File: src/pkg/awd_defines.vh
// constants of the converter window detector: register map, fields, timing
// assumes inclusion by the top design file and the testbench of the detector
// What this block does
// - compare every finished result against limits
// - two 16-bit limits, high and low bytes
// - upper below lower: match strictly inside
// - upper above lower: match strictly outside
// - limit values alone choose inside or outside
// - single-ended results and limits are unsigned
// - differential results signed, signed compare
// - all-ones limit means minus one signed
// - compare result in its selected justification
// - match flag readable and raises interrupt
// - conversion lasts ten SAR clock periods
`ifndef AWD_DEFINES_VH
`define AWD_DEFINES_VH

// ==========================================================
// register byte offsets
`define AWD_OFS_CONTROL 8'h00
`define AWD_OFS_UPPER_HIGH 8'h04
`define AWD_OFS_UPPER_LOW 8'h08
`define AWD_OFS_LOWER_HIGH 8'h0C
`define AWD_OFS_LOWER_LOW 8'h10
`define AWD_OFS_RESULT_HIGH 8'h14
`define AWD_OFS_RESULT_LOW 8'h18
`define AWD_OFS_INT_STATUS 8'h1C
`define AWD_OFS_INT_MASK 8'h20

// ==========================================================
// converter_control fields
`define AWD_CTL_ENABLE 7
`define AWD_CTL_DIFF 6
`define AWD_CTL_DONE 5
`define AWD_CTL_BUSY 4
`define AWD_CTL_MATCH 1
`define AWD_CTL_LJST 0

// interrupt status and mask fields
`define AWD_INT_DONE 0
`define AWD_INT_MATCH 1
`define AWD_INT_WIDTH 2

// ==========================================================
// reset values
`define AWD_RST_BYTE 8'h00
`define AWD_RST_LIMIT 16'h0000
`define AWD_RST_WORD 32'h0000_0000
`define AWD_RST_INT 2'h0

// ==========================================================
// conversion timing
`define AWD_CONV_SAR_CLOCKS 4'hA
`define AWD_SAR_DIV_DEFAULT 4
`define AWD_CODE_WIDTH 10
`define AWD_PAD_WIDTH 6

`endif

File: src/design/awd_window_compare.v
// window comparison of one justified result word against two limits
// assumes result and limits share justification and number format
`timescale 1ns/1ps
`default_nettype none

module awd_window_compare (
    input wire [15:0] result_in,
    input wire [15:0] upper_in,
    input wire [15:0] lower_in,
    input wire signed_in,
    output reg match_out
);

    // ==========================================================
    // ordering helper

    // flipping the sign bit maps two's complement order onto unsigned order
    function less_than;
        input [15:0] a;
        input [15:0] b;
        input sgn;
        begin
            less_than = ({a[15] ^ sgn, a[14:0]} < {b[15] ^ sgn, b[14:0]});
        end
    endfunction

    reg above_upper;
    reg below_lower;
    reg upper_below;

    // ==========================================================
    // decision
    always @* begin
        above_upper = less_than(upper_in, result_in, signed_in);
        below_lower = less_than(result_in, lower_in, signed_in);
        upper_below = less_than(upper_in, lower_in, signed_in);
        if (upper_below) begin
            match_out = above_upper & below_lower;
        end else begin
            match_out = less_than(result_in, lower_in, signed_in) | above_upper;
        end
    end

endmodule // awd_window_compare

`default_nettype wire

File: src/design/awd_top.v
// converter window detector with APB register slave and conversion timer
// assumes a SAR core that holds sample_code_in steady at conversion end
// and an APB master on the same clock
//
// Decided for this implementation: the address map and the APB register port.
`timescale 1ns/1ps
`default_nettype none
`include "awd_defines.vh"

module awd_top #(
    parameter SAR_DIV = `AWD_SAR_DIV_DEFAULT
) (
    input wire clock_in,
    input wire nrst_in,
    input wire psel_in,
    input wire penable_in,
    input wire pwrite_in,
    input wire [7:0] paddr_in,
    input wire [31:0] pwdata_in,
    input wire [9:0] sample_code_in,
    output reg [31:0] prdata_out,
    output reg pready_out,
    output reg pslverr_out,
    output reg busy_out,
    output reg sar_clock_out,
    output reg irq_out
);

    // ==========================================================
    // helpers

    // places the raw code in the 16-bit word as software sees it
    function [15:0] justify;
        input [9:0] code;
        input left;
        input diff;
        begin
            if (left) begin
                justify = {code, {`AWD_PAD_WIDTH{1'b0}}};
            end else if (diff) begin
                justify = {{`AWD_PAD_WIDTH{code[9]}}, code};
            end else begin
                justify = {{`AWD_PAD_WIDTH{1'b0}}, code};
            end
        end
    endfunction

    // ==========================================================
    // state
    reg enable_r;
    reg diff_r;
    reg ljst_r;
    reg done_flag_r;
    reg match_flag_r;
    reg [7:0] upper_high_r;
    reg [7:0] upper_low_r;
    reg [7:0] lower_high_r;
    reg [7:0] lower_low_r;
    reg [15:0] result_r;
    reg [`AWD_INT_WIDTH-1:0] int_status_r;
    reg [`AWD_INT_WIDTH-1:0] int_mask_r;
    reg [7:0] div_cnt_r;
    reg [3:0] sar_cnt_r;
    reg finish_r;

    wire access;
    wire commit_wr;
    wire start_req;
    wire sar_edge;
    wire conv_end;
    wire [15:0] fresh_word;
    wire window_hit;
    wire match_event;
    reg [31:0] rd_data;
    reg rd_err;

    // ==========================================================
    // apb handshake
    // the answer comes one cycle into the access phase, so the read mux
    // is registered and pready always stands for exactly one cycle
    assign access = psel_in & penable_in & ~pready_out;
    assign commit_wr = psel_in & penable_in & pready_out & pwrite_in & ~pslverr_out;

    always @(posedge clock_in) begin
        if (!nrst_in) begin
            pready_out <= 1'b0;
            pslverr_out <= 1'b0;
            prdata_out <= `AWD_RST_WORD;
        end else begin
            pready_out <= access;
            if (access) begin
                pslverr_out <= rd_err;
                prdata_out <= pwrite_in ? `AWD_RST_WORD : rd_data;
            end else begin
                pslverr_out <= 1'b0;
            end
        end
    end

    // ==========================================================
    // read mux
    always @* begin
        rd_data = `AWD_RST_WORD;
        rd_err = 1'b0;
        case (paddr_in)
            `AWD_OFS_CONTROL: begin
                rd_data[`AWD_CTL_ENABLE] = enable_r;
                rd_data[`AWD_CTL_DIFF] = diff_r;
                rd_data[`AWD_CTL_DONE] = done_flag_r;
                rd_data[`AWD_CTL_BUSY] = busy_out;
                rd_data[`AWD_CTL_MATCH] = match_flag_r;
                rd_data[`AWD_CTL_LJST] = ljst_r;
            end
            `AWD_OFS_UPPER_HIGH: begin
                rd_data[7:0] = upper_high_r;
            end
            `AWD_OFS_UPPER_LOW: begin
                rd_data[7:0] = upper_low_r;
            end
            `AWD_OFS_LOWER_HIGH: begin
                rd_data[7:0] = lower_high_r;
            end
            `AWD_OFS_LOWER_LOW: begin
                rd_data[7:0] = lower_low_r;
            end
            `AWD_OFS_RESULT_HIGH: begin
                rd_data[7:0] = result_r[15:8];
            end
            `AWD_OFS_RESULT_LOW: begin
                rd_data[7:0] = result_r[7:0];
            end
            `AWD_OFS_INT_STATUS: begin
                rd_data[`AWD_INT_WIDTH-1:0] = int_status_r;
            end
            `AWD_OFS_INT_MASK: begin
                rd_data[`AWD_INT_WIDTH-1:0] = int_mask_r;
            end
            default: begin
                rd_err = 1'b1;
            end
        endcase
    end

    // ==========================================================
    // control register

    // a one written to busy starts a conversion only if enable is already set; ignored while one runs
    assign start_req = commit_wr & (paddr_in == `AWD_OFS_CONTROL)
        & pwdata_in[`AWD_CTL_BUSY] & enable_r & ~busy_out;

    always @(posedge clock_in) begin
        if (!nrst_in) begin
            enable_r <= 1'b0;
            diff_r <= 1'b0;
            ljst_r <= 1'b0;
        end else if (commit_wr && paddr_in == `AWD_OFS_CONTROL) begin
            enable_r <= pwdata_in[`AWD_CTL_ENABLE];
            diff_r <= pwdata_in[`AWD_CTL_DIFF];
            ljst_r <= pwdata_in[`AWD_CTL_LJST];
        end
    end

    // ==========================================================
    // limit registers
    // limit bytes
    always @(posedge clock_in) begin
        if (!nrst_in) begin
            upper_high_r <= `AWD_RST_BYTE;
            upper_low_r <= `AWD_RST_BYTE;
            lower_high_r <= `AWD_RST_BYTE;
            lower_low_r <= `AWD_RST_BYTE;
        end else if (commit_wr) begin
            case (paddr_in)
                `AWD_OFS_UPPER_HIGH: begin
                    upper_high_r <= pwdata_in[7:0];
                end
                `AWD_OFS_UPPER_LOW: begin
                    upper_low_r <= pwdata_in[7:0];
                end
                `AWD_OFS_LOWER_HIGH: begin
                    lower_high_r <= pwdata_in[7:0];
                end
                `AWD_OFS_LOWER_LOW: begin
                    lower_low_r <= pwdata_in[7:0];
                end
                default: begin
                end
            endcase
        end
    end

    // ==========================================================
    // conversion timer
    // the SAR clock is a divided system clock, so conversion length
    // scales with SAR_DIV; sar_edge marks each SAR period end
    assign sar_edge = busy_out && (div_cnt_r == SAR_DIV[7:0] - 8'h01);
    assign conv_end = sar_edge && (sar_cnt_r == `AWD_CONV_SAR_CLOCKS - 4'h1);

    always @(posedge clock_in) begin
        if (!nrst_in) begin
            busy_out <= 1'b0;
            div_cnt_r <= 8'h00;
            sar_cnt_r <= 4'h0;
            sar_clock_out <= 1'b0;
            finish_r <= 1'b0;
        end else begin
            finish_r <= conv_end;
            if (start_req) begin
                busy_out <= 1'b1;
                div_cnt_r <= 8'h00;
                sar_cnt_r <= 4'h0;
                sar_clock_out <= 1'b0;
            end else if (busy_out) begin
                if (sar_edge) begin
                    div_cnt_r <= 8'h00;
                    sar_cnt_r <= sar_cnt_r + 4'h1;
                end else begin
                    div_cnt_r <= div_cnt_r + 8'h01;
                end
                sar_clock_out <= (div_cnt_r < SAR_DIV[7:0] / 8'h02) ? 1'b1 : 1'b0;
                if (conv_end || !enable_r) begin
                    busy_out <= 1'b0;
                    sar_clock_out <= 1'b0;
                end
            end
        end
    end

    // ==========================================================
    // result capture and window check
    // justified compare
    assign fresh_word = justify(sample_code_in, ljst_r, diff_r);

    always @(posedge clock_in) begin
        if (!nrst_in) begin
            result_r <= `AWD_RST_LIMIT;
        end else if (conv_end) begin
            result_r <= fresh_word;
        end
    end

    // compare the stored word one cycle later so that the comparator
    // sees exactly what software reads back
    awd_window_compare u_compare (
        .result_in(result_r),
        .upper_in({upper_high_r, upper_low_r}),
        .lower_in({lower_high_r, lower_low_r}),
        .signed_in(diff_r),
        .match_out(window_hit)
    );

    assign match_event = finish_r & window_hit;

    // ==========================================================
    // sticky flags in the control register
    always @(posedge clock_in) begin
        if (!nrst_in) begin
            done_flag_r <= 1'b0;
            match_flag_r <= 1'b0;
        end else begin
            if (match_event) begin
                match_flag_r <= 1'b1;
            end else if (commit_wr && paddr_in == `AWD_OFS_CONTROL
                         && !pwdata_in[`AWD_CTL_MATCH]) begin
                match_flag_r <= 1'b0;
            end
            if (finish_r) begin
                done_flag_r <= 1'b1;
            end else if (commit_wr && paddr_in == `AWD_OFS_CONTROL
                         && !pwdata_in[`AWD_CTL_DONE]) begin
                done_flag_r <= 1'b0;
            end
        end
    end

    // ==========================================================
    // interrupt status, mask and output
    always @(posedge clock_in) begin
        if (!nrst_in) begin
            int_status_r <= `AWD_RST_INT;
            int_mask_r <= `AWD_RST_INT;
        end else begin
            // events win over a write-one clear in the same cycle
            if (commit_wr && paddr_in == `AWD_OFS_INT_STATUS) begin
                int_status_r[`AWD_INT_DONE] <= finish_r
                    | (int_status_r[`AWD_INT_DONE] & ~pwdata_in[`AWD_INT_DONE]);
                int_status_r[`AWD_INT_MATCH] <= match_event
                    | (int_status_r[`AWD_INT_MATCH] & ~pwdata_in[`AWD_INT_MATCH]);
            end else begin
                int_status_r[`AWD_INT_DONE] <= int_status_r[`AWD_INT_DONE] | finish_r;
                int_status_r[`AWD_INT_MATCH] <= int_status_r[`AWD_INT_MATCH] | match_event;
            end
            if (commit_wr && paddr_in == `AWD_OFS_INT_MASK) begin
                int_mask_r <= pwdata_in[`AWD_INT_WIDTH-1:0];
            end
        end
    end

    always @(posedge clock_in) begin
        if (!nrst_in) begin
            irq_out <= 1'b0;
        end else begin
            irq_out <= |(int_status_r & int_mask_r);
        end
    end

endmodule // awd_top

`default_nettype wire

File: config.mk
export PLATFORM = sky130hd
export DESIGN_NAME = awd_top
export DESIGN_NICKNAME = d
export VERILOG_FILES = /design/src/design/awd_window_compare.v /design/src/design/awd_top.v
export VERILOG_INCLUDE_DIRS = /design/src /design/src/pkg
export SDC_FILE = /design/constraint.sdc
export NUM_CORES = 1
export LEC_CHECK = 0
export ABC_AREA = 1
export ABC_CLOCK_PERIOD_IN_PS = 3100
export BUFFER_PORTS_ARGS = -buffer_cell sky130_fd_sc_hd__buf_2
export CORE_MARGIN = 3
export CORE_UTILIZATION = 30
export DETAILED_ROUTE_END_ITERATION = 12
export GPL_ROUTABILITY_DRIVEN = 0
export SKIP_CTS_REPAIR_TIMING = 1
export SLEW_MARGIN = 20
export SYNTH_ARGS = -nofsm -noshare
export SYNTH_HDL_FRONTEND = slang
export SYNTH_SLANG_ARGS = --single-unit
File: constraint.sdc
create_clock -name clock_in -period 3.1 [get_ports clock_in]
set_clock_uncertainty 0.2 [all_clocks]
set_input_delay 0.465 -clock clock_in [delete_from_list [all_inputs] [get_ports clock_in]]
set_output_delay 0.465 -clock clock_in [all_outputs]
set_load 0.03 [all_outputs]
==> run metrics, run 1 <==
status=complete, no violations; die width=135.1 um; met1 global-route usage=between 10% and 20%; Worst EP arrival=between 2 and 2.5 ns; Synth Warn #=0; Final Util=34.69%; CP Max Fanout=7; sequential share of power=47.2%; First-pass DRT Iterations=5; antenna violations before repair=0; layout cells sized above 1=a little over an eighth; initial core utilization=31.00%; Yosys top cell area share=33.26%; reg2reg end=int_status_r[1]$_SDFF_PN0_; number of cell rows=between 40 and 50; Net count, final=around 810; TritonCTS clock tree=done; number of global-route vias before repair=just over 4000; clk_lat worst skew=~0.35 ns; final setup violating endpoints=0; sw frac=approximately a quarter; deepest clock path buffer count=2; met2 Use GR=24.65%; register area share after synthesis=33.26%; leak pwr=between 2 and 2.5 nW; largest stage delay on the critical path=between 0.5 and 0.6 ns; Hold WS=about 0.19 ns; Crit path max-delay family=simple AND/OR/NAND/NOR gates; hold path endpoint=result_r[3]$_SDFFE_PN0P_; area of the core=0.01612 mm2; post-DP HPWL=10310 um; slowest CP cell=dfxtp_1; buffers and inverters on the worst path=1; Synth area leaders=dfxtp_1 33%, ha_1 12%, nand2_1 8.5%; GRT busiest layer=met2; Synth cell types=39; antenna diode count=0; reg-to-reg slack, setup=around 0.78 ns; post-synthesis cell area=roughly 0.0050 mm2; DR vias=~4400; clock buffer count from CTS=9; ys flop type=dfxtp_1; M3 GR Usage=between 2 and 3%; largest family of logic cells by synthesized area=simple AND/OR/NAND/NOR gates; Synth area leader=dfxtp_1; Post-synth EDFFs=0; CP required=between 3 and 4 ns; DIE AREA=0.01824 mm2; Synth Instances=approximately 670; maxcap violations=0; area delta synth->final=11.90%; RSZ-0062 raised after global routing=false; R2R depth=10; XOR/XNOR Fraction of Synth Area=roughly 1.2%; Power Density=roughly 400 mW/mm2; worst min path class=primary input to register; critical path type=register to register; largest net degree at the start of global routing=31; worst hold start=sample_code_in[3]; post-route ant nets=0; Max Freq=between 400 and 500 MHz; Worst-Margin Slew=0.5531 ns; IO Port Bufs=between 40 and 50; layout filler cell count=approximately 1700; clk slew on worst S/H paths=around 0.060 ns; fin crit period=approximately 2.3 ns; cell-by-cell trace of the critical path=xnor2_1, inv_1, ha_1, nand2_1, nor4_1, a21oi_1, nand2_1, nand2_1, nand2_1, a21oi_1; GRT Total Usage=14.86%; DRT iter0 DRCs=244; slew margin rel.=between 60% and 70%; most frequent CP cell=nand2_1; IO Pins=approximately 90; ys async rst share=0%; internal power=about 0.0017 W; #FFs+latches synth=just over 80; per-cell routed wire length=approximately 14 um; RR Startpoint=diff_r$_SDFFE_PN0N_; CP endpoint kind=register; Chip Height=135.1 um; CP Launch Type=register; total gr overflow=0; final worst-path cycle share=74.77%; worst hold stages=3; Synth Area in Adders=about an eighth; Comb pwr share=5.6%; Mapped Avg Cell Area=around 7.4 um2; Slew Viols, Final=0; Via density=4.724; clk root buf=clkbuf_16; final wirelength=between 10000 and 15000 um; # DRC=0; first-pass GRT wire length=about 21000 um; Fin. Hold Viols=0; # H-tree levels=3; clock share of power=47.3%; Worst IR Drop VDD=between 0.2 and 0.3 mV; mux contribution to synthesized area=0%; clock sinks=between 80 and 90; compound-cell area share of the yosys netlist=about a fifth; Simple-Gate Fraction of Synth Area=22.09%; setup TNS=0 ns; Psw=~0.00055 W
-- metrics by stage --
| stage | cells | instance area (um2) | power (W) | setup WS, ns |
|---|---|---|---|---|
| floorplan | 696 | 5082 | 0.001197 | 1.016 |
| global placement | 916 | 5299 | 0.001218 | 0.6916 |
| detailed placement | 916 | 5299 | 0.001217 | 0.6903 |
| CTS | 931 | 5590 | 0.002284 | 0.7660 |
| global route | 931 | 5590 | 0.002347 | 0.5312 |
| finish | 931 | 5590 | 0.002264 | 0.7821 |
-- flip-flops by register name (all words and copies together) (netlist names), 2 cells and up --
name          cells
upper_low_r       8
int_mask_r        2
int_status_r      2
lower_high_r      8
prdata_out        8
sar_cnt_r         4
upper_high_r      8
div_cnt_r         8
lower_low_r       8
result_r         16
-- power groups by stage --
stage	clock network, W	registers [W]	logic [W]
2_1_floorplan	0	0.00109	0.000103
3_3_place_gp	0	0.00109	0.000126
3_5_place_dp	0	0.00109	0.000126
4_1_cts	0.00109	0.00107	0.000126
5_1_grt	0.00114	0.00107	0.000137
6_report	0.00107	0.00107	0.000127
-- per-layer routing --
metal	part of all wire, %	routed length, um
met1	46	6077
met2	47	6238
met3	3.9	513
met4	2.6	348
met5	0	0
-- synth_stat cells (9+ instances only) --
cell type,count
nand2_2,10
nand2_1,113
buf_4,25
clkbuf_1,10
ha_1,48
nand3_1,23
dfxtp_1,83
a31oi_1,11
nor2_1,39
o21ai_0,47
inv_1,77
inv_2,9
o22ai_1,18
nor3_1,9
a21oi_1,78
o21ai_1,9
-- cell usage in the layout, fill, tap and decap left out, drive strengths merged, types with 9 or more instances in the layout --
master	instances
conb	24
o22ai	18
inv	87
buf	46
nor2	49
a21oi	78
nor3	12
o21ai	56
a31oi	11
dfxtp	83
ha	48
nand3	24
clkbuf	9
nand2	123
-- worst reg2reg max path, stage by stage (launching register included) --
cell and delay, ns:
dfxtp_1 0.53, xnor2_1 0.21, inv_1 0.07, ha_1 0.30, nand2_1 0.09, nor4_1 0.35
a21oi_1 0.12, nand2_1 0.08, nand2_1 0.04, nand2_1 0.12, a21oi_1 0.08
-- worst max-delay path by stage --
stage,start,end,depth (start not counted)
2_1_floorplan,diff_r$_SDFFE_PN0N_,int_status_r[1]$_SDFF_PN0_,11
3_3_place_gp,paddr_in[7],div_cnt_r[7]$_SDFFE_PP0P_,9
3_5_place_dp,paddr_in[7],div_cnt_r[7]$_SDFFE_PP0P_,9
4_1_cts,diff_r$_SDFFE_PN0N_,int_status_r[1]$_SDFF_PN0_,10
5_1_grt,diff_r$_SDFFE_PN0N_,match_flag_r$_SDFFE_PN0P_,10
6_report,diff_r$_SDFFE_PN0N_,int_status_r[1]$_SDFF_PN0_,10
-- kinds of logic (layout without fill, tap and decap cells) --
| group | after synthesis | count (layout) |
|---|---|---|
| and+or+nand+nor | 230 | 230 |
| AOI/OAI and AO/OA | 176 | 176 |
| buffers and inverters | 128 | 147 |
| DFF | 83 | 83 |
| adders and majority gates | 48 | 48 |
| xor gates and xnor gates | 7 | 7 |
| other | 1 | 24 |
-- layout make-up --
cell class              count  area (um2)  share of cell area (%)
repair buffers             46       237.7                   4.252
inverters                  86       322.8                   5.774
well taps                 216       270.3                   4.834
flip-flops and latches     83        1662                   29.72
clock buffers               9       225.2                   4.029
multi-input cells         485        2806                   50.20
clock inverters             6       66.31                   1.186
Power figures use the tool's default switching activity.
==> run 2: changes to the inputs <==
--- a/config.mk
+++ b/config.mk
@@ -6,8 +6,8 @@
 export SDC_FILE = /design/constraint.sdc
 export NUM_CORES = 1
 export LEC_CHECK = 0
-export ABC_AREA = 1
-export ABC_CLOCK_PERIOD_IN_PS = 3100
+export ABC_AREA = 0
+export ABC_CLOCK_PERIOD_IN_PS = 2400
 export BUFFER_PORTS_ARGS = -buffer_cell sky130_fd_sc_hd__buf_2
 export CORE_MARGIN = 3
 export CORE_UTILIZATION = 30
==> constraint.sdc (replaced) <==
create_clock -name clock_in -period 2.4 [get_ports clock_in]
set_clock_uncertainty 0.2 [all_clocks]
set_input_delay 0.36 -clock clock_in [delete_from_list [all_inputs] [get_ports clock_in]]
set_output_delay 0.36 -clock clock_in [all_outputs]
set_load 0.03 [all_outputs]
==> run 2 against run 1 <==
Compared with the run above:
- critical path depth decreased by 5
- non-clock buffer count is 33 higher
- fmax up 4.0%
- via count up 0.64%
- sequential share of layout area fell by 2.5 points
- sequential power rose by 29%
- flip-flop and latch count is the same
- design area rose by 9.3%
- critical endpoint is now busy_out$_SDFF_PN0_
- largest power group is now the clock network
==> run metrics, run 2 <==
clock share of power=49.5% (was 47.3%); sw frac=22.93% (was 24.25%); Mapped Avg Cell Area=8.526 um2 (was 7.424 um2); post-route design area=0.006110 mm2 (was 0.005590 mm2); clock sinks=83 (unchanged); setup TNS=0 ns (unchanged); total gr overflow=0 (unchanged); #FFs+latches synth=83 (unchanged); Synth Instances=608 (was 673); layout cells sized above 1=17.58% (was 13.71%); antenna violations before repair=0 (unchanged); most frequent cell after synthesis=dfxtp_1 (was nand2_1); area of the core=0.01676 mm2 (was 0.01612 mm2); number of global-route vias before repair=4214 (was 4130); internal power=0.002410 W (was 0.001715 W); Fin. Hold Viols=0 (unchanged); Final Non-Filler Cells=897 (was 931); post-DP HPWL=11210 um (was 10310 um); clk root buf=clkbuf_16 (unchanged); Worst EP arrival=2.27 ns (was 2.34 ns); max FFs per register=16 (unchanged); Reg with most FFs=result_r (unchanged); Synth Warn #=0 (unchanged); maxcap violations=0 (unchanged); initial core utilization=30.93% (was 31.00%); final wirelength=14340 um (was 13180 um); CP endpoint kind=register (unchanged); placed instance area=0.005749 mm2 (was 0.005299 mm2); post-synthesis cell area=0.005184 mm2 (was 0.004996 mm2); number of cell rows=47 (was 46); IO Port Bufs=43 (unchanged); Synth area leaders=dfxtp_1 32%, ha_1 12%, mux2i_1 6.0% (was dfxtp_1 33%, ha_1 12%, nand2_1 8.5%); per-cell routed wire length=15.98 um (was 14.15 um); IO Pins=92 (unchanged); CP Max Fanout=11 (was 7); Power Density=511.8 mW/mm2 (was 405.1 mW/mm2); synth cell count leaders=83 x dfxtp_1, 76 x nand2_1, 48 x ha_1, 34 x inv_1, 31 x mux2i_1 (was 113 x nand2_1, 83 x dfxtp_1, 78 x a21oi_1, 77 x inv_1, 48 x ha_1); sequential share of power=44.1% (was 47.2%); Net count, final=775 (was 814); post-route ant nets=0 (unchanged); slowest CP cell=or4_4 (was dfxtp_1); first-pass GRT wire length=22660 um (was 21200 um); Via density=4.934 (was 4.724); ys flop type=dfxtp_1 (unchanged); cell-by-cell trace of the critical path=or4_4, nor4_4, and4b_4, o22ai_1, and3_1 (was xnor2_1, inv_1, ha_1, nand2_1, nor4_1, a21oi_1, nand2_1, nand2_1, nand2_1, a21oi_1); Synth area leader=dfxtp_1 (unchanged); largest net degree at the start of global routing=36 (was 31); Psw=0.0007169 W (was 0.0005491 W); worst min path class=primary input to register (unchanged); TritonCTS clock tree=done (unchanged); DIE AREA=0.01889 mm2 (was 0.01824 mm2); clk_lat worst skew=0.35 ns (about the same); Worst IR Drop VDD=0.3803 mV (was 0.2520 mV); Yosys top cell area share=32.05% (was 33.26%); antenna diode count=0 (unchanged); leak pwr=2.470 nW (was 2.365 nW); clock buffer count from CTS=9 (unchanged); Slew Viols, Final=0 (unchanged); final setup violating endpoints=0 (unchanged); Max Freq=448.6 MHz (was 431.4 MHz); critical path type=register to register (unchanged); status=complete, no violations (unchanged); reg-to-reg slack, setup=0.17 ns (was 0.78 ns); clk slew on worst S/H paths=0.06 ns (about the same); CP required=2.44 ns (was 3.13 ns); # H-tree levels=3 (unchanged); deepest clock path buffer count=2 (unchanged); Comb pwr share=6.4% (was 5.6%); DR vias=4426 (was 4398); die width=137.5 um (was 135.1 um); final worst-path cycle share=92.88% (was 74.77%); largest stage delay on the critical path=0.57 ns (was 0.53 ns); Final Util=36.45% (was 34.69%); register area share after synthesis=32.05% (was 33.26%); DRT iter0 DRCs=223 (was 244); leading cell types in the layout, fill and taps excluded=83 x dfxtp_1, 76 x nand2_1, 48 x ha_1, 43 x buf_2, 36 x buf_4 (was 113 x nand2_1, 83 x dfxtp_1, 78 x a21oi_1, 77 x inv_1, 48 x ha_1); First-pass DRT Iterations=4 (was 5); most common cell after layout, fill and taps aside=dfxtp_1 (was nand2_1); ys async rst share=0% (unchanged); Post-synth EDFFs=0 (unchanged); # placed instances=880 (was 916); fin crit period=2.229 ns (was 2.318 ns); Synth cell types=61 (was 39); RSZ-0062 raised after global routing=false (unchanged); # DRC=0 (unchanged); CP Launch Type=register (unchanged); area delta synth->final=17.86% (was 11.90%); GRT Total Usage=15.81% (was 14.86%); Chip Height=137.5 um (was 135.1 um); Hold WS=0.07294 ns (was 0.1876 ns)
==> run 2: changes by cell type after synthesis, sizes merged, moves of 28 or more <==
cell    delta
nand2     -47
o21ai     -34
a21oi     -57
inv       -52
a21boi    +28
mux2i     +31
==> run 2: layout make-up <==
type	count	area (um2)
fillers	1757	10650
multi-input cells	465	3224
flip-flops and latches	83	1662
repair buffers	79	485.5
well taps	220	275.3
clock buffers	11	252.7
inverters	34	127.6
clock inverters	5	82.58
==> run 2: critical path, delay by kind of cell, from the launching register on <==
family	cells	cell delay (ns)
flip-flops	1	0.35
AND/OR/NAND/NOR	4	1.49
AO/OA/AOI/OAI	1	0.10
==> run 2: power by group through the flow <==
stage / sequential (W) / combinational, W / clock, W
6_report: 0.00138 / 0.000200 / 0.00155
5_1_grt: 0.00138 / 0.000217 / 0.00164
4_1_cts: 0.00138 / 0.000199 / 0.00159
3_5_place_dp: 0.00141 / 0.000199 / 0
3_3_place_gp: 0.00141 / 0.000199 / 0
2_1_floorplan: 0.00141 / 0.000148 / 0
==> run 2: path summary, 6_finish.rpt <==
path | cells after the start | start | to
setup / recovery | 5 | div_cnt_r[2]$_SDFFE_PP0P_ | busy_out$_SDFF_PN0_
hold reg to reg | 2 | prdata_out[3]$_SDFFE_PN0P_ | prdata_out[3]$_SDFFE_PN0P_
setup reg to reg | 5 | div_cnt_r[2]$_SDFFE_PP0P_ | busy_out$_SDFF_PN0_
hold / removal | 3 | sample_code_in[8] | result_r[14]$_SDFFE_PN0P_
==> run 2: cells by family (layout without fill, tap and decap cells) <==
logic type	Yosys count	after routing	synth area share [%]
and+or+nand+nor	213	214	21.12
AOI/OAI and AO/OA	128	128	17.06
buffers and inverters	84	129	8.134
DFF	83	83	32.05
adders and majority gates	48	48	11.59
muxes	39	39	7.941
xor gates and xnor gates	12	12	2.028
other	1	24	0.07234
==> run 2: layer usage <==
layer  part of all wire [%]  wire length (um)  global-route usage (%)  vias up
met5                      0                 0                       0        -
met4                    2.2               321                   5.211        0
met3                    6.9               985                   4.456       21
met2                     45              6424                   24.89      119
met1                     46              6603                   20.81     2060
li1                       -                 -                       -     2226
==> run 2: per-stage QoR <==
step | setup WS (ns) | power (W)
2_1_floorplan | 0.01051 | 0.001561
3_3_place_gp | 0.05037 | 0.001609
3_5_place_dp | 0.02382 | 0.001609
4_1_cts | -0.0004159 | 0.003171
5_1_grt | 0.01089 | 0.003240
6_report | 0.1708 | 0.003127
